### src/shared/pefp_cfg.svh
// Register offsets, field positions and reset values of the power control bank
`ifndef PEFP_CFG_SVH
`define PEFP_CFG_SVH
`define PEFP_ADDR_STAGE      8'h18
`define PEFP_ADDR_FAULT      8'h19
`define PEFP_RST_STAGE       8'h05
`define PEFP_RST_FAULT       8'h01
`define PEFP_BIT_BUCK_EN     0
`define PEFP_BIT_BUCK_MODE   1
`define PEFP_BIT_LDO_EN      2
`define PEFP_BIT_GATE_MODE   3
`define PEFP_BIT_BOOST_EN    4
`define PEFP_BIT_AMP_EN      5
`define PEFP_BIT_AMP_PG      6
`define PEFP_BIT_OV_EN       0
`define PEFP_BIT_OV_AP       1
`define PEFP_BIT_OT_EN       2
`define PEFP_BIT_OT_AP       3
`define PEFP_BIT_OC_EN       4
`define PEFP_BIT_OC_AP       5
`define PEFP_STAGE_MASK      8'h7f
`define PEFP_FAULT_MASK      8'h3f
`define PEFP_ZERO_BYTE       8'h00
`endif

### src/shared/pefp_pkg.sv
// Types of the power enable and fault protection bank
package pefp_pkg;
   typedef struct packed {
      logic [7:0] power_stage_control;
      logic [7:0] fault_protection_control;
      logic [7:0] rdata;
   } pefp_regs_t;
   typedef struct packed {
      logic irq;
      logic action;
   } pefp_fault_t;
endpackage

### src/hdl/pefp_fault_policy.sv
// One fault channel: registered interrupt pulse and protective action
module pefp_fault_policy (
   input  wire logic core_clk,
   input  wire logic reset_n,
   input  wire logic enable,
   input  wire logic auto_protect,
   input  wire logic condition,
   output logic      irq,
   output logic      shutdown,
   output logic      limit
);
   typedef struct packed {
      logic prev;
      logic irq;
      logic shutdown;
      logic limit;
   } pefp_chan_t;
   pefp_chan_t state;
   pefp_chan_t next_state;

   always_comb begin
      next_state = state;
      // Gate the condition first so a disabled channel never arms the edge detector
      next_state.prev     = condition & enable;
      next_state.irq      = condition & enable & ~state.prev;
      next_state.shutdown = condition & enable & auto_protect;
      next_state.limit    = condition & enable & ~auto_protect;
   end

   always_ff @(posedge core_clk or negedge reset_n) begin
      if (!reset_n) begin
         state <= '0;
      end else begin
         state <= next_state;
      end
   end

   assign irq      = state.irq;
   assign shutdown = state.shutdown;
   assign limit    = state.limit;
endmodule

### src/hdl/pefp_power_control.sv
// Power stage control and fault protection register bank
`include "pefp_cfg.svh"
// Contract
// - Step-down mode bit 0 selects auto PFM/PWM, 1 selects forced PWM.
// - Over-voltage enable set: interrupt on over-voltage and, with auto bit clear, limit boost output.
// - Over-voltage auto-protect bit: 0 forbids, 1 permits automatic protection.
// - Over-voltage enable clear: no interrupt and no protection regardless of auto bit.
// - Enable set, auto clear: interrupt and pulse skipping while over-voltage persists.
// - Enable and auto set: interrupt and automatic power-down sequence start.
// - Over-current enable alone gives an interrupt and nothing else.
// - Over-temperature: off, interrupt, or interrupt plus power-down by enable and auto.
// - Over-current: off, interrupt, or interrupt plus power-down by enable and auto.
module pefp_power_control (
   input  wire logic       core_clk,
   input  wire logic       reset_n,
   input  wire logic       reg_write,
   input  wire logic       reg_read,
   input  wire logic [7:0] reg_addr,
   input  wire logic [7:0] reg_wdata,
   input  wire logic       step_up_overvoltage,
   input  wire logic       amplifier_overtemp,
   input  wire logic       amplifier_overcurrent,
   input  wire logic       step_up_power_good,
   output logic      [7:0] reg_rdata,
   output logic            step_down_enable,
   output logic            step_down_mode_select,
   output logic            linear_regulator_enable,
   output logic            gate_supply_current_mode,
   output logic            step_up_enable,
   output logic            amplifier_master_enable,
   output logic            step_up_pulse_skip,
   output logic            auto_power_down_start,
   output logic            step_up_overvoltage_irq,
   output logic            amplifier_overtemp_irq,
   output logic            amplifier_overcurrent_irq
);
   pefp_pkg::pefp_regs_t  regs;
   pefp_pkg::pefp_regs_t  next_regs;
   pefp_pkg::pefp_fault_t ov_out;
   pefp_pkg::pefp_fault_t ot_out;
   pefp_pkg::pefp_fault_t oc_out;
   logic                  ot_limit;
   logic                  oc_limit;

   typedef struct packed {
      logic buck_en;
      logic buck_mode;
      logic ldo_en;
      logic gate_mode;
      logic boost_en;
      logic amp_en;
      logic down_start;
   } pefp_out_t;
   pefp_out_t outs;
   pefp_out_t next_outs;
   logic [7:0] stage_view;
   logic [7:0] fault_view;

   always_comb begin
      next_regs = regs;
      if (reg_write && reg_addr == `PEFP_ADDR_STAGE) begin
         next_regs.power_stage_control = reg_wdata & `PEFP_STAGE_MASK;
      end
      if (reg_write && reg_addr == `PEFP_ADDR_FAULT) begin
         next_regs.fault_protection_control = reg_wdata & `PEFP_FAULT_MASK;
      end
      // Unmapped reads return zero; reserved bits are masked on write
      if (reg_read && reg_addr == `PEFP_ADDR_STAGE) begin
         next_regs.rdata = regs.power_stage_control;
      end else if (reg_read && reg_addr == `PEFP_ADDR_FAULT) begin
         next_regs.rdata = regs.fault_protection_control;
      end else if (reg_read) begin
         next_regs.rdata = `PEFP_ZERO_BYTE;
      end
   end

   always_ff @(posedge core_clk or negedge reset_n) begin
      if (!reset_n) begin
         regs.power_stage_control      <= `PEFP_RST_STAGE;
         regs.fault_protection_control <= `PEFP_RST_FAULT;
         regs.rdata                    <= `PEFP_ZERO_BYTE;
      end else begin
         regs <= next_regs;
      end
   end

   // Decode from the register itself so each bit reaches the registered outputs one cycle after the register updates
   assign stage_view = regs.power_stage_control;
   assign fault_view = regs.fault_protection_control;

   pefp_fault_policy u_ov (
      .core_clk     (core_clk),
      .reset_n      (reset_n),
      .enable       (fault_view[`PEFP_BIT_OV_EN]),
      .auto_protect (fault_view[`PEFP_BIT_OV_AP]),
      .condition    (step_up_overvoltage),
      .irq          (ov_out.irq),
      .shutdown     (ov_out.action),
      .limit        (step_up_pulse_skip)
   );

   pefp_fault_policy u_ot (
      .core_clk     (core_clk),
      .reset_n      (reset_n),
      .enable       (fault_view[`PEFP_BIT_OT_EN]),
      .auto_protect (fault_view[`PEFP_BIT_OT_AP]),
      .condition    (amplifier_overtemp),
      .irq          (ot_out.irq),
      .shutdown     (ot_out.action),
      .limit        (ot_limit)
   );

   pefp_fault_policy u_oc (
      .core_clk     (core_clk),
      .reset_n      (reset_n),
      .enable       (fault_view[`PEFP_BIT_OC_EN]),
      .auto_protect (fault_view[`PEFP_BIT_OC_AP]),
      .condition    (amplifier_overcurrent),
      .irq          (oc_out.irq),
      .shutdown     (oc_out.action),
      .limit        (oc_limit)
   );

   always_comb begin
      next_outs            = outs;
      next_outs.buck_en    = stage_view[`PEFP_BIT_BUCK_EN];
      next_outs.buck_mode  = stage_view[`PEFP_BIT_BUCK_MODE];
      next_outs.ldo_en     = stage_view[`PEFP_BIT_LDO_EN];
      next_outs.gate_mode  = stage_view[`PEFP_BIT_GATE_MODE];
      next_outs.boost_en   = stage_view[`PEFP_BIT_BOOST_EN];
      next_outs.amp_en     = stage_view[`PEFP_BIT_AMP_EN] &
                             (~stage_view[`PEFP_BIT_AMP_PG] | step_up_power_good);
      // Gated from the pins so the registered start lines up with the channel flops
      next_outs.down_start = (step_up_overvoltage & fault_view[`PEFP_BIT_OV_EN] &
                              fault_view[`PEFP_BIT_OV_AP]) |
                             (amplifier_overtemp & fault_view[`PEFP_BIT_OT_EN] &
                              fault_view[`PEFP_BIT_OT_AP]) |
                             (amplifier_overcurrent & fault_view[`PEFP_BIT_OC_EN] &
                              fault_view[`PEFP_BIT_OC_AP]);
   end

   always_ff @(posedge core_clk or negedge reset_n) begin
      if (!reset_n) begin
         outs <= '0;
      end else begin
         outs <= next_outs;
      end
   end

   assign reg_rdata                 = regs.rdata;
   assign step_down_enable          = outs.buck_en;
   assign step_down_mode_select     = outs.buck_mode;
   assign linear_regulator_enable   = outs.ldo_en;
   assign gate_supply_current_mode  = outs.gate_mode;
   assign step_up_enable            = outs.boost_en;
   assign amplifier_master_enable   = outs.amp_en;
   // Over-current auto path only when its own auto bit is set; enable alone is irq only
   assign auto_power_down_start     = outs.down_start;
   assign step_up_overvoltage_irq   = ov_out.irq;
   assign amplifier_overtemp_irq    = ot_out.irq;
   assign amplifier_overcurrent_irq = oc_out.irq;
endmodule

### config.mk
export PLATFORM = sky130hd
export DESIGN_NAME = pefp_power_control
export DESIGN_NICKNAME = d
export VERILOG_FILES = /design/src/shared/pefp_pkg.sv /design/src/hdl/pefp_fault_policy.sv /design/src/hdl/pefp_power_control.sv
export VERILOG_INCLUDE_DIRS = /design/src /design/src/shared
export SDC_FILE = /design/constraint.sdc
export NUM_CORES = 1
export LEC_CHECK = 0
export BUFFER_PORTS_ARGS = -buffer_cell sky130_fd_sc_hd__buf_2
export CORE_MARGIN = 2
export CORE_UTILIZATION = 50
export DETAILED_ROUTE_END_ITERATION = 6
export MAX_ROUTING_LAYER = met4
export PLACE_DENSITY = 0.77
export SYNTH_ARGS = -nofsm -noshare
export SYNTH_HDL_FRONTEND = slang
export SYNTH_HIERARCHICAL = 1
export SYNTH_SLANG_ARGS = --single-unit
### constraint.sdc
create_clock -name core_clk -period 2.27 [get_ports core_clk]
set_input_delay 0.1135 -clock core_clk [delete_from_list [all_inputs] [get_ports core_clk]]
set_output_delay 0.1135 -clock core_clk [all_outputs]
set_load 0.03 [all_outputs]
==> impl_metrics.env <==
export IMPL_num_fill_cells=209
export IMPL_total_power_uw=1050
export IMPL_relSlewSlack_pct=51.4
export IMPL_dr_pass1_iters=4
export IMPL_layout_commonest_cell="buf_2"
export IMPL_area_delta_synth_final_pct=21.6
export IMPL_gr_total_overflow=0
export IMPL_final_cells=173
export IMPL_syn_cell_area_um2=1350
export IMPL_status="finished, final reports clean"
export IMPL_utilization_pct=64.8
export IMPL_antenna_found_initial=0
export IMPL_tightest_slew_ps=729
export IMPL_clock_fmax_ghz=0.964
export IMPL_clk_latency_ps=330
export IMPL_cts_resized=0
export IMPL_die_width_um=55.9
export IMPL_start_util_pct=53.3
export IMPL_crit_type="input port to flip-flop"
export IMPL_gp_congestion=0.680
export IMPL_cp_start_kind="input port"
export IMPL_grt_pass1_wl_um=4060
export IMPL_cts_root_buf="clkbuf_4"
export IMPL_p_leak_uw=0.000901
export IMPL_vdd_drop_max_uv=512
export IMPL_dieArea_um2=3120
export IMPL_min_path_cells=2
export IMPL_cts_tree="built"
export IMPL_tns_ps=0
export IMPL_min_period_ps=1040
export IMPL_rsz0062_at_grt="no"
export IMPL_holdWs_ps=16.2
export IMPL_final_cell_mix="buf_2, dfrtp_1, mux2_2, inv_1"
export IMPL_track_usage_pct=17.9
export IMPL_min_path_type="input port to flip-flop"
export IMPL_rr_worst_depth=3
export IMPL_drive_gt1_share_pct=51.7
export IMPL_row_count=18
export IMPL_nets=166
export IMPL_numCtsBuffers=5
export IMPL_finClkSkew_ps=5.98
export IMPL_final_setup_viol_count=0
export IMPL_numClockSinks=34
export IMPL_avgSynthCellArea_um2=14.0
export IMPL_dp_final_hpwl_um=1740
export IMPL_wl_per_cell_um=14.3
export IMPL_crit_required_ps=2490
export IMPL_max_cap_violations=0
export IMPL_fp_coreArea_um2=2520
export IMPL_cp_end_kind="flip-flop"
export IMPL_vias_per_cell=5.18
export IMPL_grt_pass1_vias=881
export IMPL_p_per_area_nw_per_um2=639
export IMPL_antenna_left=0
export IMPL_yosysWarnings=6
export IMPL_drt_iter0_markers=17
export IMPL_cts_buffer_depth=2
export IMPL_cts_htree_levels=2
export IMPL_crit_fanout=7
export IMPL_fin_crit_sh_pct=45.7
export IMPL_routed_wirelength_um=2480
export IMPL_dp_cells=163
export IMPL_portBuffers=40
export IMPL_netlist_instances=96
export IMPL_io_pins=43
export IMPL_worst_ep_arrival_time_ps=1260
export IMPL_grt_max_degree=35
export IMPL_die_y_um=55.9
export IMPL_n_antenna_cell=0
export IMPL_drc_errors=0
export IMPL_path_clk_slew_ps=100
export IMPL_syn_nets=120
export IMPL_finalMaxSlewViolations=0
export IMPL_dr_total_vias=896
export IMPL_final_hold_violation_count=0
stage by stage:
stage | instance area [µm²] | setup WS (ps)
6_report | 1640 | 1230
3_3_place_gp | 1570 | 900
3_5_place_dp | 1570 | 877
5_1_grt | 1640 | 1170
4_1_cts | 1640 | 1220
2_1_floorplan | 1350 | 1160
where the power goes:
| part | total, µW | internal [µW] | switching (µW) |
|---|---|---|---|
| logic | 95.1 | 41.2 | 53.9 |
| clock network | 313 | 123 | 189 |
| registers | 638 | 627 | 11.2 |
| total | 1050 | 791 | 254 |
critical path: stages:
cell	delay [ps]
buf_2	110
nor4b_4	350
nand4b_2	320
mux2_2	360
worst paths after layout:
check | slack [ps] | startpoint | endpoint
min in group asynchronous | 370 | reset_n | fault_view[3]
worst max register to register | 1270 | fault_view[0] | reg_rdata[0]
max in group asynchronous | 1440 | reset_n | u_ov/irq
worst min-delay path | 20 | reg_wdata[4] | stage_view[4]
worst min register to register | 410 | stage_view[2] | linear_regulator_enable
worst max-delay path | 1230 | reg_addr[7] | stage_view[1]
repair_timing:
action                                 CTS  global route
setup buffers                            0             0
endpoints found under the hold margin   32             0
hold buffers                             2             0
layer usage:
metal	vias up	GRT usage [%]	routed length (µm)
met5	-	-	0
met4	0	6.12	31
met3	5	6.51	182
met2	37	27.4	1190
met1	431	22.1	1070
li1	423	-	-
layout make-up:
class / instances / area [µm²] / share of cell area, %
clock buffers: 8 / 48.8 / 2.98
inverters: 8 / 30.0 / 1.84
multi-input cells: 51 / 444 / 27.2
flip-flops and latches: 34 / 855 / 52.3
well taps: 30 / 37.5 / 2.30
repair buffers: 42 / 220 / 13.5
(Power assumes the default switching activity.)
